### src/umie_pkg.sv
/*
 * Constants, field layout and types for the serial transceiver mode and
 * interrupt enable block.
 * Assumes a 32-bit AXI4-Lite register bus with byte addresses.
 */
package umie_pkg;

   localparam int          ADDR_W      = 8;
   localparam int          DATA_W      = 32;

   localparam logic [7:0]  OFF_MODE    = 8'h04;
   localparam logic [7:0]  OFF_IER     = 8'h08;
   localparam logic [7:0]  OFF_IDR     = 8'h0C;
   localparam logic [7:0]  OFF_IMR     = 8'h10;
   localparam logic [7:0]  OFF_STAT    = 8'h14;

   localparam logic [31:0] MODE_RST    = 32'h0000_0000;
   localparam logic [31:0] MODE_WMASK  = 32'hF77F_FFFF;
   localparam logic [31:0] IRQ_VALID   = 32'h011F_3FFF;
   localparam logic [31:0] ZERO_W      = 32'h0000_0000;

   localparam int MR_PROTO   = 0;
   localparam int MR_CLKSRC  = 4;
   localparam int MR_CHAR_LENGTH_CODE    = 6;
   localparam int MR_SYNC    = 8;
   localparam int MR_PAR     = 9;
   localparam int MR_STOP    = 12;
   localparam int MR_CHANNEL_TEST_MODE  = 14;
   localparam int MR_HIGH_BIT_FIRST    = 16;
   localparam int MR_NINE_BIT_CHARS   = 17;
   localparam int MR_SERIAL_CLOCK_OUT_ENABLE    = 18;
   localparam int MR_OVER    = 19;
   localparam int MR_NACK_INHIBIT   = 20;
   localparam int MR_NACK_LIMIT_ENABLE  = 21;
   localparam int MR_VARSYNC = 22;
   localparam int MR_MAXIT   = 24;
   localparam int MR_FILTER  = 28;
   localparam int MR_MAN     = 29;
   localparam int MR_BIPHASE_START_POLARITY = 30;
   localparam int MR_SINGLE_BIT_DELIMITER  = 31;

   localparam int BIT_RETRY   = 10;
   localparam int BIT_BIPH_LO = 20;
   localparam int BIT_BIPH_HI = 24;

   localparam logic [3:0] PROTO_NORMAL = 4'h0;
   localparam logic [3:0] PROTO_RS485  = 4'h1;
   localparam logic [3:0] PROTO_HSHAKE = 4'h2;
   localparam logic [3:0] PROTO_MODEM  = 4'h3;
   localparam logic [3:0] PROTO_ISO_T0 = 4'h4;
   localparam logic [3:0] PROTO_ISO_T1 = 4'h6;
   localparam logic [3:0] PROTO_IRDA   = 4'h8;

   localparam logic [1:0] CLK_MAIN = 2'h0;
   localparam logic [1:0] CLK_DIV8 = 2'h1;
   localparam logic [1:0] CLK_EXT  = 2'h3;
   localparam int         DIV_MAIN = 8;

   localparam logic [1:0] CHM_NORMAL = 2'h0;
   localparam logic [1:0] CHM_ECHO   = 2'h1;
   localparam logic [1:0] CHM_LOCAL  = 2'h2;
   localparam logic [1:0] CHM_REMOTE = 2'h3;

   localparam logic [1:0] STOP_C_ONE  = 2'h0;
   localparam logic [1:0] STOP_C_HALF = 2'h1;
   localparam logic [1:0] STOP_C_TWO  = 2'h2;
   localparam logic [2:0] STOP_H_ONE  = 3'h2;
   localparam logic [2:0] STOP_H_HALF = 3'h3;
   localparam logic [2:0] STOP_H_TWO  = 3'h4;

   localparam logic [3:0] CHAR_BASE = 4'h5;
   localparam logic [3:0] CHAR_NINE = 4'h9;
   localparam logic [4:0] OVS_16    = 5'h10;
   localparam logic [4:0] OVS_8     = 5'h08;

   localparam logic [1:0] RESP_OKAY   = 2'h0;
   localparam logic [1:0] RESP_SLVERR = 2'h2;

   typedef enum logic [2:0] {
      PROTO_T_NORMAL, PROTO_T_RS485, PROTO_T_HSHAKE, PROTO_T_MODEM,
      PROTO_T_ISO_T0, PROTO_T_ISO_T1, PROTO_T_IRDA, PROTO_T_RESERVED
   } umie_proto_t;

   typedef enum logic [2:0] {
      PAR_EVEN, PAR_ODD, PAR_SPACE, PAR_MARK, PAR_NONE, PAR_MULTIDROP
   } umie_parity_t;

   // The biphase error enable sits at two positions; both read and act as one bit.
   function automatic logic [31:0] umie_fold(input logic [31:0] x);
      logic [31:0] r;
      r = x & IRQ_VALID;
      r[BIT_BIPH_LO] = x[BIT_BIPH_LO] | x[BIT_BIPH_HI];
      r[BIT_BIPH_HI] = x[BIT_BIPH_LO] | x[BIT_BIPH_HI];
      return r;
   endfunction

   function automatic logic [31:0] umie_strb(input logic [3:0] s);
      return {{8{s[3]}}, {8{s[2]}}, {8{s[1]}}, {8{s[0]}}};
   endfunction

endpackage

### src/umie_mode_irq.sv
/*
 * Mode register and interrupt enable logic of a serial transceiver, with an
 * AXI4-Lite slave, baud clock selection, channel routing, receive filter and
 * smart-card NACK retry control.
 * Assumes the transmitter and receiver sit outside and run on aclk; pin inputs
 * are asynchronous and are synchronised here.
 */
`timescale 1ns/1ps
module umie_mode_irq #(
   parameter int AW = umie_pkg::ADDR_W
) (
   input  wire logic                 aclk,
   input  wire logic                 aresetn,
   input  wire logic [AW-1:0]        s_axi_awaddr,
   input  wire logic                 s_axi_awvalid,
   output logic                      s_axi_awready,
   input  wire logic [31:0]          s_axi_wdata,
   input  wire logic [3:0]           s_axi_wstrb,
   input  wire logic                 s_axi_wvalid,
   output logic                      s_axi_wready,
   output logic [1:0]                s_axi_bresp,
   output logic                      s_axi_bvalid,
   input  wire logic                 s_axi_bready,
   input  wire logic [AW-1:0]        s_axi_araddr,
   input  wire logic                 s_axi_arvalid,
   output logic                      s_axi_arready,
   output logic [31:0]               s_axi_rdata,
   output logic [1:0]                s_axi_rresp,
   output logic                      s_axi_rvalid,
   input  wire logic                 s_axi_rready,
   input  wire logic                 rxd_pin,
   output logic                      txd_pin,
   input  wire logic                 ext_serial_clock,
   output logic                      sck_out,
   output logic                      sck_oe,
   input  wire logic                 tx_bit,
   output logic                      rx_bit,
   input  wire logic                 rx_char_done,
   input  wire logic                 rx_check_err,
   input  wire logic                 thr_write,
   input  wire logic                 thr_cmd_sync,
   input  wire logic [31:0]          line_events,
   output logic                      nack_send,
   output logic                      retry_limit_reached,
   output logic                      frame_cmd_sync,
   output logic                      baud_tick,
   output umie_pkg::umie_proto_t     line_protocol,
   output umie_pkg::umie_parity_t    check_bit_kind,
   output logic [3:0]                char_bits,
   output logic [2:0]                stop_halves,
   output logic [4:0]                oversample_ratio,
   output logic                      sync_mode,
   output logic                      msb_first,
   output logic                      biphase_on,
   output logic                      single_delim,
   output logic                      biphase_start_seen,
   output logic                      irq
);
   import umie_pkg::*;

   logic [31:0] mode_reg;
   logic [31:0] mask;
   logic [31:0] status;
   logic [AW-1:0] aw_addr;
   logic [31:0] w_data;
   logic [3:0]  w_strb;
   logic        wr_fire;
   logic [31:0] wr_bits;
   logic        wr_mode, wr_ier, wr_idr, wr_stat, wr_known;
   logic [2:0]  div_cnt;
   logic [2:0]  ext_sync;
   logic [1:0]  rx_sync;
   logic        rx_prev;
   logic        rx_voted;
   logic        rx_line;
   logic [2:0]  retry_event_cnt;
   logic        retry_pulse;
   logic [31:0] next_status;
   logic        next_tick;

   wire [3:0] f_proto  = mode_reg[MR_PROTO +: 4];
   wire [1:0] f_clksrc = mode_reg[MR_CLKSRC +: 2];
   wire [1:0] f_char_length_code   = mode_reg[MR_CHAR_LENGTH_CODE +: 2];
   wire [2:0] f_par    = mode_reg[MR_PAR +: 3];
   wire [1:0] f_stop   = mode_reg[MR_STOP +: 2];
   wire [1:0] f_channel_test_mode = mode_reg[MR_CHANNEL_TEST_MODE +: 2];
   wire [2:0] f_maxit  = mode_reg[MR_MAXIT +: 3];
   wire       iso_mode = (f_proto == PROTO_ISO_T0) || (f_proto == PROTO_ISO_T1);

   // Write path: address and data are held separately and committed together.
   assign wr_fire  = !s_axi_awready && !s_axi_wready && !s_axi_bvalid;
   assign wr_bits  = w_data & umie_strb(w_strb);
   assign wr_mode  = wr_fire && (aw_addr[7:0] == OFF_MODE);
   assign wr_ier   = wr_fire && (aw_addr[7:0] == OFF_IER);
   assign wr_idr   = wr_fire && (aw_addr[7:0] == OFF_IDR);
   assign wr_stat  = wr_fire && (aw_addr[7:0] == OFF_STAT);
   assign wr_known = wr_mode || wr_ier || wr_idr || wr_stat || (aw_addr[7:0] == OFF_IMR);

   always_ff @(posedge aclk) begin
      if (!aresetn) begin
         s_axi_awready <= 1'b1;
         s_axi_wready  <= 1'b1;
         s_axi_bvalid  <= 1'b0;
         s_axi_bresp   <= RESP_OKAY;
         aw_addr       <= '0;
         w_data        <= ZERO_W;
         w_strb        <= 4'h0;
      end else begin
         if (s_axi_awvalid && s_axi_awready) begin
            s_axi_awready <= 1'b0;
            aw_addr       <= s_axi_awaddr;
         end
         if (s_axi_wvalid && s_axi_wready) begin
            s_axi_wready <= 1'b0;
            w_data       <= s_axi_wdata;
            w_strb       <= s_axi_wstrb;
         end
         if (wr_fire) begin
            s_axi_bvalid <= 1'b1;
            s_axi_bresp  <= wr_known ? RESP_OKAY : RESP_SLVERR;
         end
         if (s_axi_bvalid && s_axi_bready) begin
            s_axi_bvalid  <= 1'b0;
            s_axi_awready <= 1'b1;
            s_axi_wready  <= 1'b1;
         end
      end
   end

   // Read path answers one cycle after the address is taken.
   always_ff @(posedge aclk) begin
      if (!aresetn) begin
         s_axi_arready <= 1'b1;
         s_axi_rvalid  <= 1'b0;
         s_axi_rdata   <= ZERO_W;
         s_axi_rresp   <= RESP_OKAY;
      end else if (s_axi_arvalid && s_axi_arready) begin
         s_axi_arready <= 1'b0;
         s_axi_rvalid  <= 1'b1;
         s_axi_rresp   <= RESP_OKAY;
         unique case (s_axi_araddr[7:0])
            OFF_MODE: s_axi_rdata <= mode_reg;
            OFF_IER:  s_axi_rdata <= ZERO_W;
            OFF_IDR:  s_axi_rdata <= ZERO_W;
            OFF_IMR:  s_axi_rdata <= mask;
            OFF_STAT: s_axi_rdata <= status;
            default: begin
               s_axi_rdata <= ZERO_W;
               s_axi_rresp <= RESP_SLVERR;
            end
         endcase
      end else if (s_axi_rvalid && s_axi_rready) begin
         s_axi_rvalid  <= 1'b0;
         s_axi_arready <= 1'b1;
      end
   end

   always_ff @(posedge aclk) begin
      if (!aresetn) begin
         mode_reg <= MODE_RST;
      end else if (wr_mode) begin
         mode_reg <= (mode_reg & ~(umie_strb(w_strb) & MODE_WMASK))
                   | (wr_bits & MODE_WMASK);
      end
   end

   always_ff @(posedge aclk) begin
      if (!aresetn) begin
         mask <= ZERO_W;
      end else if (wr_ier) begin
         mask <= mask | umie_fold(wr_bits);
      end else if (wr_idr) begin
         mask <= mask & ~umie_fold(wr_bits);
      end
   end

   // A new event wins over a clear written in the same cycle.
   always_comb begin
      next_status = status & ~(wr_stat ? umie_fold(wr_bits) : ZERO_W);
      next_status = next_status | umie_fold(line_events);
      next_status[BIT_RETRY] = next_status[BIT_RETRY] | retry_pulse;
   end

   always_ff @(posedge aclk) begin
      if (!aresetn) begin
         status <= ZERO_W;
         irq    <= 1'b0;
      end else begin
         status <= next_status;
         irq    <= |(next_status & mask);
      end
   end

   // Pin synchronisers; logic takes the second stage, and edge detection also takes the third.
   always_ff @(posedge aclk) begin
      if (!aresetn) begin
         ext_sync <= 3'h0;
         rx_sync  <= 2'h3;
         rx_prev  <= 1'b1;
      end else begin
         ext_sync <= {ext_sync[1:0], ext_serial_clock};
         rx_sync  <= {rx_sync[0], rxd_pin};
         rx_prev  <= rx_sync[1];
      end
   end

   always_comb begin
      unique case (f_clksrc)
         CLK_MAIN: next_tick = 1'b1;
         CLK_DIV8: next_tick = (div_cnt == 3'(DIV_MAIN - 1));
         CLK_EXT:  next_tick = ext_sync[1] && !ext_sync[2];
         default:  next_tick = 1'b0;
      endcase
   end

   always_ff @(posedge aclk) begin
      if (!aresetn) begin
         div_cnt   <= 3'h0;
         baud_tick <= 1'b0;
         sck_out   <= 1'b0;
         sck_oe    <= 1'b0;
      end else begin
         div_cnt   <= div_cnt + 3'h1;
         baud_tick <= next_tick;
         if (next_tick) begin
            sck_out <= !sck_out;
         end
         sck_oe <= mode_reg[MR_SERIAL_CLOCK_OUT_ENABLE] && (f_clksrc != CLK_EXT);
      end
   end

   umie_vote3 u_vote (
      .aclk      (aclk),
      .aresetn   (aresetn),
      .sample_en (baud_tick),
      .din       (rx_sync[1]),
      .dout      (rx_voted)
   );

   assign rx_line = mode_reg[MR_FILTER] ? rx_voted : rx_sync[1];

   always_ff @(posedge aclk) begin
      if (!aresetn) begin
         txd_pin <= 1'b1;
         rx_bit  <= 1'b1;
      end else begin
         unique case (f_channel_test_mode)
            CHM_NORMAL: begin
               txd_pin <= tx_bit;
               rx_bit  <= rx_line;
            end
            CHM_ECHO: begin
               txd_pin <= rx_line;
               rx_bit  <= rx_line;
            end
            CHM_LOCAL: begin
               txd_pin <= 1'b1;
               rx_bit  <= tx_bit;
            end
            CHM_REMOTE: begin
               txd_pin <= rx_sync[1];
               rx_bit  <= 1'b1;
            end
         endcase
      end
   end

   // Smart-card NACK handling; a good character restarts the error count.
   always_ff @(posedge aclk) begin
      if (!aresetn) begin
         retry_event_cnt            <= 3'h0;
         nack_send           <= 1'b0;
         retry_pulse         <= 1'b0;
         retry_limit_reached <= 1'b0;
      end else begin
         nack_send   <= 1'b0;
         retry_pulse <= 1'b0;
         if (wr_stat && wr_bits[BIT_RETRY]) begin
            retry_limit_reached <= 1'b0;
         end
         if (rx_char_done && iso_mode) begin
            if (!rx_check_err) begin
               retry_event_cnt <= 3'h0;
            end else if (!mode_reg[MR_NACK_LIMIT_ENABLE]) begin
               nack_send <= !mode_reg[MR_NACK_INHIBIT];
            end else if (retry_event_cnt < f_maxit) begin
               retry_event_cnt  <= retry_event_cnt + 3'h1;
               nack_send <= !mode_reg[MR_NACK_INHIBIT];
            end else begin
               retry_pulse         <= 1'b1;
               retry_limit_reached <= 1'b1;
            end
         end
      end
   end

   always_ff @(posedge aclk) begin
      if (!aresetn) begin
         frame_cmd_sync <= 1'b0;
      end else if (!mode_reg[MR_VARSYNC]) begin
         frame_cmd_sync <= mode_reg[MR_SYNC];
      end else if (thr_write) begin
         frame_cmd_sync <= thr_cmd_sync;
      end
   end

   always_ff @(posedge aclk) begin
      if (!aresetn) begin
         biphase_start_seen <= 1'b0;
      end else begin
         biphase_start_seen <= mode_reg[MR_MAN] && (rx_line != rx_prev)
                               && (rx_line == !mode_reg[MR_BIPHASE_START_POLARITY]);
      end
   end

   // Decoded configuration for the datapaths.
   always_ff @(posedge aclk) begin
      if (!aresetn) begin
         line_protocol    <= PROTO_T_NORMAL;
         check_bit_kind   <= PAR_EVEN;
         char_bits        <= CHAR_BASE;
         stop_halves      <= STOP_H_ONE;
         oversample_ratio <= OVS_16;
         sync_mode        <= 1'b0;
         msb_first        <= 1'b0;
         biphase_on       <= 1'b0;
         single_delim     <= 1'b0;
      end else begin
         unique case (f_proto)
            PROTO_NORMAL: line_protocol <= PROTO_T_NORMAL;
            PROTO_RS485:  line_protocol <= PROTO_T_RS485;
            PROTO_HSHAKE: line_protocol <= PROTO_T_HSHAKE;
            PROTO_MODEM:  line_protocol <= PROTO_T_MODEM;
            PROTO_ISO_T0: line_protocol <= PROTO_T_ISO_T0;
            PROTO_ISO_T1: line_protocol <= PROTO_T_ISO_T1;
            PROTO_IRDA:   line_protocol <= PROTO_T_IRDA;
            default:      line_protocol <= PROTO_T_RESERVED;
         endcase
         unique casez (f_par)
            3'b000:  check_bit_kind <= PAR_EVEN;
            3'b001:  check_bit_kind <= PAR_ODD;
            3'b010:  check_bit_kind <= PAR_SPACE;
            3'b011:  check_bit_kind <= PAR_MARK;
            3'b10?:  check_bit_kind <= PAR_NONE;
            default: check_bit_kind <= PAR_MULTIDROP;
         endcase
         char_bits <= mode_reg[MR_NINE_BIT_CHARS] ? CHAR_NINE : CHAR_BASE + {2'h0, f_char_length_code};
         // Reserved stop codes fall back to one stop bit.
         if (f_stop == STOP_C_TWO) begin
            stop_halves <= STOP_H_TWO;
         end else if (f_stop == STOP_C_HALF && !mode_reg[MR_SYNC]) begin
            stop_halves <= STOP_H_HALF;
         end else begin
            stop_halves <= STOP_H_ONE;
         end
         oversample_ratio <= mode_reg[MR_OVER] ? OVS_8 : OVS_16;
         sync_mode        <= mode_reg[MR_SYNC];
         msb_first        <= mode_reg[MR_HIGH_BIT_FIRST];
         biphase_on       <= mode_reg[MR_MAN];
         single_delim     <= mode_reg[MR_SINGLE_BIT_DELIMITER];
      end
   end
endmodule

### src/umie_vote3.sv
/*
 * Three-sample two-of-three majority filter for the receive line.
 * Assumes din is already synchronised to aclk and sample_en is a one-cycle pulse.
 */
`timescale 1ns/1ps
module umie_vote3 (
   input  wire logic aclk,
   input  wire logic aresetn,
   input  wire logic sample_en,
   input  wire logic din,
   output logic      dout
);
   logic [2:0] taps;

   always_ff @(posedge aclk) begin
      if (!aresetn) begin
         taps <= 3'h7;
         dout <= 1'b1;
      end else if (sample_en) begin
         taps <= {taps[1:0], din};
         dout <= (taps[1] & taps[0]) | (taps[1] & din) | (taps[0] & din);
      end
   end
endmodule

### config.mk
export PLATFORM = sky130hd
export DESIGN_NAME = umie_mode_irq
export DESIGN_NICKNAME = d
export VERILOG_FILES = /design/src/umie_pkg.sv /design/src/umie_mode_irq.sv /design/src/umie_vote3.sv
export SDC_FILE = /design/constraint.sdc
export NUM_CORES = 1
export LEC_CHECK = 0
export BUFFER_PORTS_ARGS = -buffer_cell sky130_fd_sc_hd__buf_2
export CAP_MARGIN = 25
export CELL_PAD_IN_SITES_DETAIL_PLACEMENT = 1
export CELL_PAD_IN_SITES_GLOBAL_PLACEMENT = 1
export CORE_UTILIZATION = 25
export CTS_CLUSTER_DIAMETER = 200
export DETAILED_ROUTE_END_ITERATION = 10
export GPL_ROUTABILITY_DRIVEN = 0
export GPL_TIMING_DRIVEN = 0
export PLACE_DENSITY = 0.56
export SKIP_CTS_REPAIR_TIMING = 1
export SYNTH_ARGS = -nofsm -noshare
export SYNTH_HDL_FRONTEND = slang
export SYNTH_SLANG_ARGS = --single-unit
### constraint.sdc
create_clock -name aclk -period 2.1 [get_ports aclk]
set_clock_uncertainty 0.05 [all_clocks]
set_input_delay 0.21 -clock aclk [delete_from_list [all_inputs] [get_ports aclk]]
set_output_delay 0.21 -clock aclk [all_outputs]
set_load 0.05 [all_outputs]
# Word level (Yosys, flattened, before mapping)
# Cells that the tools add are included.
# totals
reg_bits	229
output_inout_bits	73
# op_classes
addsub	3
magnitude_cmp	1
eq_ne	34
n_mux	33
bitwise	20
n_reduce_logical	46
# ops
op	n
32-bit bitwise AND	5
32-bit case mux with 3 select lines	1
32-bit 2-to-1 mux	2
25-bit inverter with 32-bit output	2
32-bit by 25-bit bitwise OR with 32-bit output	2
8-bit by 4-bit equality test with 1-bit output, second input constant	4
8-bit by 5-bit equality test with 1-bit output, second input constant	4
32-bit inverter	1
32-bit bitwise OR	1
32-bit OR reduction	1
25-bit 2-to-1 mux	1
3-bit case mux with 7 select lines	1
1-bit logical AND	18
8-bit by 3-bit equality test with 1-bit output, second input constant	2
1-bit 2-to-1 mux	16
3-bit case mux with 5 select lines	1
3-bit 2-to-1 mux	4
2-bit equality test, second input constant	5
4-bit by 2-bit equality test with 1-bit output, second input constant	2
4-bit by 3-bit equality test with 1-bit output, second input constant	2
1-bit logical NOT	8
2-bit OR reduction	4
3-bit by 1-bit adder with 3-bit output, second input constant	2
2-bit by 1-bit equality test with 1-bit output, second input constant	3
27 further kinds	45

# Logic depth before layout (Yosys ltp)
# Gate-level depths: netlist of the first run.
# logic_depth
depth_word	11
mapped_depth	8

# Cells and area by module
# From an unflattened synthesis of the first run, not the netlist that was laid out.
# hier_totals
hier_cells	883
area_unflattened_um2	8012.7
# by_module_without_submodules
mod	instances	cells_each	area_each_um2	seq_area_each_um2
umie_mode_irq	1	872	7902.6	3803.6
umie_vote3	1	11	110.1	60.1

# Least setup slack after synthesis of the first run
# OpenSTA, ideal clock, no wires.
# synth_timing
kind	flip-flop to flip-flop
from	register s_axi_bvalid
to	register irq
setup_ns	0.125
arrival_time_ns	1.981
required_time_ns	1.925
setup_slack_ns	-0.056
path_stages_with_launch	7
path_cell_list	dfxtp_1 > nor4_4 > nand4_2 > o311ai_1 > o2111a_1 > nand4_1 > o41a_1
# synth_via
elab_chain_len	10
# synth_lines
item	line_no	rtl
start: declaration	umie_mode_irq.sv:22	output logic s_axi_bvalid,
start signal: assignment	umie_mode_irq.sv:103	s_axi_bvalid <= 1'b0;
start signal: assignment	umie_mode_irq.sv:119	s_axi_bvalid <= 1'b1;
start signal: assignment	umie_mode_irq.sv:123	s_axi_bvalid <= 1'b0;
1-bit logical NOT (*)	umie_mode_irq.sv:91	assign wr_fire = !s_axi_awready && !s_axi_wready && !s_axi_bvalid;
1-bit logical AND (*)	umie_mode_irq.sv:91	
1-bit logical AND (*)	umie_mode_irq.sv:96	assign wr_stat = wr_fire && (aw_addr[7:0] == OFF_STAT);
25-bit 2-to-1 mux (*)	umie_mode_irq.sv:179	next_status = status & ~(wr_stat ? umie_fold(wr_bits) : ZERO_W);
25-bit inverter with 32-bit output (*)	umie_mode_irq.sv:179	
32-bit bitwise AND (*)	umie_mode_irq.sv:179	
32-bit by 25-bit bitwise OR with 32-bit output (*)	umie_mode_irq.sv:180	next_status = next_status | umie_fold(line_events);
1-bit bitwise OR	umie_mode_irq.sv:181	next_status[BIT_RETRY] = next_status[BIT_RETRY] | retry_pulse;
32-bit bitwise AND (*)	umie_mode_irq.sv:190	irq <= |(next_status & mask);
32-bit OR reduction (*)	umie_mode_irq.sv:190	
end signal: assignment	umie_mode_irq.sv:190	
end: declaration	umie_mode_irq.sv:57	output logic irq
# Mark *: on every way between the ends. The rest lies on a longest branch, timed or not.
# A chain may end at the register's enable or synchronous reset.

# Worst setup path after layout of the first run
# layout_timing
from	register aw_addr[7]
to	register irq
# layout_via
elab_chain_len	9
# layout_lines
item	line_no	rtl
start: declaration	umie_mode_irq.sv:64	logic [AW-1:0] aw_addr;
start signal: assignment	umie_mode_irq.sv:111	aw_addr <= s_axi_awaddr;
8-bit by 5-bit equality test with 1-bit output (*)	umie_mode_irq.sv:96	
1-bit logical AND (*)	umie_mode_irq.sv:96	
25-bit 2-to-1 mux (*)	umie_mode_irq.sv:179	
25-bit inverter with 32-bit output (*)	umie_mode_irq.sv:179	
32-bit bitwise AND (*)	umie_mode_irq.sv:179	
32-bit by 25-bit bitwise OR with 32-bit output (*)	umie_mode_irq.sv:180	
1-bit bitwise OR	umie_mode_irq.sv:181	
32-bit bitwise AND (*)	umie_mode_irq.sv:190	
32-bit OR reduction (*)	umie_mode_irq.sv:190	
# Marked as above.

==> impl_metrics.ini, run 1 <==
[outcome]
status = complete, but fails checks
violations = negative hold slack, negative setup slack

[placed_design]
hpwl_um = 21900
dpl.cell_count = 1465
numPortBuffers = 147

[die]
core_mm2 = 0.0317
io_pins = 171
die_area_mm2 = 0.0332
die_w_um = 182
num_rows = 65
start_util_pct = 25.6
chipHeight_um = 182

[layout]
nets = 1232
layoutNonFillerInstCount = 1544
mostFrequentLayoutCells = dfxtp_1, nand2_1, buf_2
drive_gt1_share_pct = 22.4
areaGrowthSynthToFinish_pct = 29.7
final_util_pct = 33.2
final_common_cell = dfxtp_1

[global_route]
antenna_found_initial = 3
grt_pass1_wl_um = 42000
gr-total-overflow = 0
grt.total_usage_pct = 17.0
grt_max_degree = 20
grt_pass1_vias = 7000

[timing]
whs_ns = -0.0189
post-route-period-util_pct = 104
fin_ws_ns = -0.0743
tightest_slew_ns = 0.830
grt_setup_unrepaired = true
setup_viol = 1
fmax_ghz = 0.460
slew_violations = 0
period_minus_slack_ns = 2.17
relSlewSlack_pct = 44.6
hold_violations = 7

[run]
maxCapViolCount = 0

[critical_path]
path_max_fanout = 6
cp.required_ns = 2.37
r2r_slack_ns = -0.07
setup.worst_path.start = aw_addr[7]$_SDFFE_PN0P_
arrival_ns = 2.44
r2r_cells = 8
worst_setup_path_end_kind = flop
crit_type = flop to flop
start_kind = flop
worstReg2RegEnd = irq$_SDFF_PN0_
r2r-start = aw_addr[7]$_SDFFE_PN0P_

[power_and_ir_drop]
p_sw_share_pct = 27.5
p_comb_share_pct = 9.5
p_total_mw = 7.83
internal_power_mw = 5.68
vdd_drop_max_uv = 578
power.density_mw_per_mm2 = 744
pwr-share-seq_pct = 49.2
clkPwrFrac_pct = 41.3
net-switching-power_mw = 2.16
power.leakage_nw = 4.21

[worst_hold_path]
hold_end = w_data[0]$_SDFFE_PN0P_
min_path_cells = 3
min_from = s_axi_wdata[0]
min_path_type = input pin to flop

[synthesis]
syn_area_mm2 = 0.00812
ys_ff_latch = 193
synth.avg_cell_area_um2 = 8.92
synth_seq_area_share_pct = 47.6
synth_ff_type = dfxtp_1
postSynthCellCount = 910
synthArstFlopShare_pct = 0
yosys_warnings = 0
synth_edf_count = 0
ys_types = 68

[drt]
post_drt_wl_per_cell_um = 18.0
finalWirelength_um = 27900
drt_iter0_drc = 275
firstDrtPassIters = 4
via_per_inst = 4.58
ant_nets = 0
post-route-drc-count = 0
via_count = 7078

[cts]
htree_levels = 4
cts_tree = done
cts_buffers = 17
clk_pin_slew_worst_paths_ns = 0.08
clockBufferDepth = 2
clk_latency_ns = 0.45
ctsRootBufferMaster = clkbuf_16
clock_sinks = 193
synth_stat cells (8+ instances only):
cell type / count / share of area (%)
a21boi_0: 72 / 6.7
nor2_1: 8 / 0.37
mux2i_1: 13 / 1.6
o21a_1: 12 / 1.1
o21ai_0: 64 / 3.9
dfxtp_1: 193 / 48
nand3_1: 36 / 2.2
a21oi_1: 13 / 0.80
mux2_2: 13 / 1.8
and2_1: 56 / 4.3
nand2_1: 187 / 8.6
nor2b_1: 32 / 2.5
a22oi_1: 31 / 2.9
inv_1: 20 / 0.92
buf_4: 9 / 0.83
clkbuf_1: 46 / 2.1
area by class of cell:
cell class	instances	area, um^2
diodes	1	2.50
plain buffers	60	355
clock buffers	18	439
clock inverters	14	131
fillers	3743	21200
inverters	20	75.1
multi-input cells	638	3920
flip-flops and latches	193	3870
well taps	402	503
repair buffers	198	1230
stage by stage:
| step | area [um^2] | worst slack [ns] | TNS [ns] |
|---|---|---|---|
| finish | 10500 | -0.0743 | -0.0743 |
| global route | 10500 | -0.177 | -0.503 |
| CTS | 9950 | -0.543 | -12.35 |
| detailed placement | 9380 | -0.589 | -15.26 |
| global placement | 9380 | -0.603 | -14.65 |
| floorplan | 8140 | 0.0536 | 0 |
kinds of logic after synthesis:
family,Yosys count,synth area share (%)
DFF,193,47.6
buffers and inverters,85,5.46
muxes,26,3.41
adders and majority gates,7,1.05
other,1,0.0462
AOI/OAI and AO/OA,224,18.8
and+or+nand+nor,373,23.5
xor gates and xnor gates,1,0.108
worst max-delay path, cell delays in order, from the launching register on:
cell and delay, ns:
dfxtp_2 0.35, nor4_4 0.27, buf_6 0.16, and3_1 0.17
buf_6 0.14, nand3_1 0.11, a21oi_2 0.17, o211ai_1 0.13
o41a_1 0.48
routing by layer:
| layer | GRT usage (%) | vias up | share of wire [%] |
|---|---|---|---|
| met1 | 23.1 | 3378 | 50 |
| met2 | 26.9 | 131 | 45 |
| li1 | - | 3542 | - |
| met5 | 0 | - | 0 |
| met3 | 3.31 | 27 | 3.5 |
| met4 | 5.41 | 0 | 2.1 |
power by group through the flow:
stage	clock network, mW	logic [mW]	registers (mW)
4_1_cts	3.32	0.687	3.85
3_5_place_dp	0	0.685	3.93
6_report	3.24	0.747	3.85
3_3_place_gp	0	0.678	3.93
5_1_grt	3.48	0.821	3.87
2_1_floorplan	0	0.367	3.94
worst max-delay path by stage:
stage	cells after the start	end	slack [ns]
floorplan	6	irq$_SDFF_PN0_	0.05
global placement	8	s_axi_rdata[16]$_SDFFE_PN0P_	-0.60
detailed placement	8	s_axi_rdata[16]$_SDFFE_PN0P_	-0.59
CTS	6	flop	-0.54
global route	7	irq$_SDFF_PN0_	-0.18
finish	8	irq$_SDFF_PN0_	-0.07
Power figures use the tool's default switching activity.
==> inputs of run 2 (changes only) <==
--- a/config.mk
+++ b/config.mk
@@ -15,6 +15,7 @@
 export GPL_ROUTABILITY_DRIVEN = 0
 export GPL_TIMING_DRIVEN = 0
 export PLACE_DENSITY = 0.56
+export RECOVER_POWER = 100
 export SKIP_CTS_REPAIR_TIMING = 1
 export SYNTH_ARGS = -nofsm -noshare
 export SYNTH_HDL_FRONTEND = slang
==> run 2 against run 1 <==
The flow still finishes with violations (negative hold slack, negative setup slack). Core utilization did not move. Wire length is essentially flat. Clock-buffer cell count unchanged. First-iteration DRC count did not move. Combinational power about the same. Critical endpoint unchanged.
==> impl_metrics.ini, run 2 (synthesized netlist as in run 1, its figures left out) <==
[critical_path]
worstReg2RegEnd = irq$_SDFF_PN0_
r2r_slack_ns = -0.07
worst_setup_path_end_kind = flop
setup.worst_path.start = aw_addr[7]$_SDFFE_PN0P_
endpoint = irq$_SDFF_PN0_
max_stage_delay_ns = 0.48
cp.depth = 8
cp_top_family = compound AO/OA/AOI/OAI gates
start_kind = flop
cp_common_cell = buf_6
r2r_cells = 8
path_max_fanout = 6
cp.required_ns = 2.37
r2r-start = aw_addr[7]$_SDFFE_PN0P_
arrival_ns = 2.44
crit_type = flop to flop
critPathBufInv = 2
critical-path-slowest-cell = o41a_1
path_cells = nor4_4, buf_6, and3_1, buf_6, nand3_1, a21oi_2, o211ai_1, o41a_1

[timing]
period_minus_slack_ns = 2.17
hold_violations = 7
post-route-period-util_pct = 104
whs_ns = -0.0189
relSlewSlack_pct = 44.7
tightest_slew_ns = 0.830
fmax_ghz = 0.460
fin_ws_ns = -0.0743
grt_setup_unrepaired = true
setup_viol = 1
slew_violations = 0

[drt]
firstDrtPassIters = 4
ant_nets = 0
via_count = 7078
drt_iter0_drc = 275
post-route-drc-count = 0
via_per_inst = 4.58
finalWirelength_um = 27900
post_drt_wl_per_cell_um = 18.0

[die]
die_w_um = 182
core_mm2 = 0.0317
die_area_mm2 = 0.0332
chipHeight_um = 182
start_util_pct = 25.6
num_rows = 65
io_pins = 171

[cts]
htree_levels = 4
clockBufferDepth = 2
clock_sinks = 193
ctsRootBufferMaster = clkbuf_16
cts_tree = done
cts_buffers = 17
clk_latency_ns = 0.45
clk_pin_slew_worst_paths_ns = 0.08

[power_and_ir_drop]
p_total_mw = 7.83
vdd_drop_max_uv = 578
power.leakage_nw = 4.21
power.density_mw_per_mm2 = 744

[outcome]
violations = negative hold slack, negative setup slack
status = complete, but fails checks

[placed_design]
numPortBuffers = 147
hpwl_um = 21900

[layout]
drive_gt1_share_pct = 22.4
nets = 1232
mostFrequentLayoutCells = dfxtp_1, nand2_1, buf_2
final_common_cell = dfxtp_1
areaGrowthSynthToFinish_pct = 29.7
nFillCells = 3743

[global_route]
antenna_found_initial = 3
grt_pass1_vias = 7000
gr-total-overflow = 0
grt_pass1_wl_um = 42000
grt.total_usage_pct = 17.0
grt_max_degree = 20

[run]
maxCapViolCount = 0

[worst_hold_path]
min_path_type = input pin to flop
[run 2: per-stage QoR]
step,instance area [um^2],utilization [%],TNS [ns],worst slack [ns],instances
floorplan,8140,-,0,0.0536,916
global placement,9380,29.6,-14.65,-0.603,1465
detailed placement,9380,29.6,-15.26,-0.589,1465
CTS,9950,31.4,-12.35,-0.543,1497
global route,10500,33.2,-0.503,-0.177,1543
finish,10500,33.2,-0.0743,-0.0743,1544
[run 2: worst reg2reg max path, cell delays in order (launching register included)]
cell and delay [ns]:
dfxtp_2 0.35, nor4_4 0.27, buf_6 0.17, and3_1 0.17, buf_6 0.14, nand3_1 0.11, a21oi_2 0.17, o211ai_1 0.13
o41a_1 0.48
[run 2: per-layer routing]
| metal | GRT usage [%] | wire length [um] |
|---|---|---|
| met5 | 0 | 0 |
| met1 | 23.1 | 13800 |
| met2 | 26.9 | 12500 |
| met3 | 3.31 | 968 |
| met4 | 5.41 | 575 |
[run 2: final cells by class]
| cell class | count | area, um^2 | share of cell area (%) |
|---|---|---|---|
| clock buffers | 18 | 439 | 4.17 |
| multi-input cells | 638 | 3920 | 37.2 |
| inverters | 20 | 75.1 | 0.713 |
| plain buffers | 60 | 355 | 3.38 |
| repair buffers | 198 | 1230 | 11.7 |
| clock inverters | 14 | 131 | 1.25 |
| well taps | 402 | 503 | 4.78 |
| diodes | 1 | 2.50 | 0.0238 |
| flip-flops and latches | 193 | 3870 | 36.8 |
[run 2: how the worst min path moves through the flow]
| stage | start | to | slack, ns | depth (start not counted) |
|---|---|---|---|---|
| 4_1_cts | rxd_pin | rx_sync[0]$_SDFF_PN1_ | -0.11 | 2 |
| 3_3_place_gp | rxd_pin | rx_sync[0]$_SDFF_PN1_ | 0.35 | 2 |
| 2_1_floorplan | s_axi_wvalid | s_axi_wready$_SDFFE_PP1P_ | 0.25 | 1 |
| 3_5_place_dp | rxd_pin | rx_sync[0]$_SDFF_PN1_ | 0.36 | 2 |
| 5_1_grt | s_axi_awaddr[3] | aw_addr[3]$_SDFFE_PN0P_ | -0.002 | 3 |
| 6_report | s_axi_awaddr[3] | aw_addr[3]$_SDFFE_PN0P_ | -0.02 | 3 |
[run 2: where the power goes]
part | switching (mW) | internal (mW) | total (mW)
sequential | 0.0963 | 3.76 | 3.85
combinational | 0.443 | 0.304 | 0.747
clock | 1.62 | 1.62 | 3.24
total | 2.16 | 5.68 | 7.83
==> inputs of run 3 (changes only) <==
--- a/config.mk
+++ b/config.mk
@@ -19,4 +19,5 @@
 export SKIP_CTS_REPAIR_TIMING = 1
 export SYNTH_ARGS = -nofsm -noshare
 export SYNTH_HDL_FRONTEND = slang
+export SYNTH_HIERARCHICAL = 1
 export SYNTH_SLANG_ARGS = --single-unit
==> run 3 against run 2 <==
The run still ends with negative hold slack, negative setup slack left. Flip-flop and latch count did not move. Hold slack got worse by 0.011 ns. Core utilization barely moved. Combinational power fell by 4.3%. Critical path depth did not move. Non-clock buffer count fell by 8. Sequential share of layout area rose by 0.18 points. First-iteration DRC count rose by 9.8%. Clock power rose by 5%. Design area fell by 0.38%. Synthesized cell count fell by 3.0%. Wire length rose by 1.1%. Largest cell class unchanged.
==> impl_metrics.ini, run 3 <==
[layout]
areaGrowthSynthToFinish_pct = 30.9
final_common_cell = dfxtp_1
seq_area_mm2 = 0.00387
final_util_pct = 33.2
antenna_cells = 0
nFillCells = 3717
multi_input_area_mm2 = 0.00405
drive_gt1_share_pct = 18.3
nets = 1205
mostFrequentLayoutCells = dfxtp_1, nand2_1, clkbuf_1

[synthesis]
synth_ff_type = dfxtp_1
synth.most_common_cell = dfxtp_1
synth_seq_area_share_pct = 48.2
yosys.area.top_type_share_pct = 48.2
ys_ff_latch = 193
postSynthCellCount = 883
yosys_warnings = 6
ys_types = 56
synthArstFlopShare_pct = 0
synth.area.top_cells = dfxtp_1, nand2_1, a21boi_0, mux2i_1, nor2b_1
synth_top_cells_by_count = dfxtp_1, nand2_1, a21boi_0
synth.largest_area_cell = dfxtp_1
synth_edf_count = 0
synth.avg_cell_area_um2 = 9.07
syn_area_mm2 = 0.00801

[die]
chipHeight_um = 181
die_area_mm2 = 0.0328
die_w_um = 181
num_rows = 65
start_util_pct = 25.4
io_pins = 171
core_mm2 = 0.0316

[cts]
clk_pin_slew_worst_paths_ns = 0.08
clk_latency_ns = 0.44
clockBufferDepth = 2
ctsRootBufferMaster = clkbuf_16
cts_tree = done
clock_sinks = 193
htree_levels = 4
cts_buffers = 17

[critical_path]
critical-path-slowest-cell = or4_4
max_stage_delay_ns = 0.57
critPathBufInv = 2
cp.depth = 8
cp_top_family = simple AND/OR/NAND/NOR gates
worst_setup_path_end_kind = flop
crit_type = flop to flop
path_cells = or4_4, nor4_4, buf_6, buf_6, a31oi_4, nor4_4, o2111ai_2, o41a_1
cp.required_ns = 2.36
arrival_ns = 3.00
r2r_slack_ns = -0.64
r2r-start = aw_addr[1]$_SDFFE_PN0P_
path_max_fanout = 5
r2r_cells = 8
start_kind = flop
worstReg2RegEnd = irq$_SDFF_PN0_

[drt]
finalWirelength_um = 28100
via_per_inst = 4.58
post-route-drc-count = 0
firstDrtPassIters = 4
post_drt_wl_per_cell_um = 18.6
via_count = 6950
drt_iter0_drc = 302
ant_nets = 0

[global_route]
gr-total-overflow = 0
antenna_found_initial = 0
grt_pass1_wl_um = 41600
grt_pass1_vias = 6810
grt.total_usage_pct = 17.1
grt_max_degree = 19

[timing]
slew_violations = 0
relSlewSlack_pct = 37.0
period_minus_slack_ns = 2.74
tightest_slew_ns = 0.946
grt_setup_unrepaired = true
post-route-period-util_pct = 130
setup_viol = 36
whs_ns = -0.0299
fmax_ghz = 0.366
fin_ws_ns = -0.636
hold_violations = 18

[worst_hold_path]
hold_end = aw_addr[0]$_SDFFE_PN0P_
min_path_type = input pin to flop
min_path_cells = 3
min_from = s_axi_awaddr[0]

[power_and_ir_drop]
vdd_drop_max_uv = 526
power.density_mw_per_mm2 = 761
power.leakage_nw = 4.09

[outcome]
status = complete, but fails checks
violations = negative hold slack, negative setup slack

[placed_design]
numPortBuffers = 147
hpwl_um = 20800

[run]
maxCapViolCount = 0
## run 3: cell count changes in the layout (fill, tap and decap cells not counted), moves of 18 or more
cell	previous run	this run
clkbuf_1	41	111
buf_2	148	80
nand2_1	185	155
and2_1	56	30
mux2i_1	13	33
nor2b_1	32	50
## run 3: metrics by stage
stage	std cells	total power, mW	setup WS (ns)	setup TNS [ns]	cell area, um^2
2_1_floorplan	889	4.29	-0.267	-1.18	8080
3_3_place_gp	1438	4.58	-1.01	-26.90	9320
3_5_place_dp	1439	4.59	-1.04	-27.28	9330
4_1_cts	1471	7.99	-1.06	-26.64	9920
5_1_grt	1516	8.31	-0.690	-5.92	10500
6_report	1516	7.98	-0.636	-2.18	10500
## run 3: logic make-up (layout without fill, tap and decap cells)
group | after synthesis | after routing | synth area share, %
AND/OR/NAND/NOR | 342 | 342 | 21.8
AO/OA/AOI/OAI | 205 | 205 | 17.5
flip-flops | 193 | 193 | 48.2
buffers and inverters | 79 | 304 | 4.06
multiplexers | 55 | 55 | 7.20
adder cells (fa/ha/maj) | 7 | 7 | 1.06
other | 1 | 7 | 0.0468
XOR/XNOR | 1 | 1 | 0.109
## run 3: area by class of cell
class,count,area share [%]
Sequential cell,193,36.9
Clock buffer,17,4.06
Inverter,22,0.787
Clock inverter,15,1.65
Timing Repair Buffer,196,10.8
Tap cell,402,4.80
Buffer,54,2.37
Multi-Input combinational cell,617,38.6
## run 3: power breakdown
| part | switching [mW] | total (mW) | leakage, nW | internal (mW) |
|---|---|---|---|---|
| logic | 0.437 | 0.715 | 2.22 | 0.278 |
| registers | 0.0985 | 3.85 | 1.57 | 3.75 |
| clock network | 1.61 | 3.41 | 0.289 | 1.80 |
| total | 2.15 | 7.98 | 4.09 | 5.83 |
## run 3: layer usage
layer  up-vias  global-route usage [%]  part of all wire [%]
li1       3461                       -                     -
met4         0                    4.85                   1.8
met1      3321                    22.2                    48
met2       140                    28.9                    47
met3        28                    2.90                   3.1
met5         -                       0                     0
## run 3: tightest hold or removal path, cell delays in order
cell	delay [ns]
buf_2	0.10
nand3_1	0.05
a21boi_0	0.06
## run 3: worst max-delay path by stage
stage | endpoint | from
floorplan | irq$_SDFF_PN0_ | aw_addr[5]$_SDFFE_PN0P_
global placement | irq$_SDFF_PN0_ | aw_addr[5]$_SDFFE_PN0P_
detailed placement | irq$_SDFF_PN0_ | aw_addr[5]$_SDFFE_PN0P_
CTS | irq$_SDFF_PN0_ | aw_addr[5]$_SDFFE_PN0P_
global route | irq$_SDFF_PN0_ | aw_addr[1]$_SDFFE_PN0P_
finish | irq$_SDFF_PN0_ | aw_addr[1]$_SDFFE_PN0P_
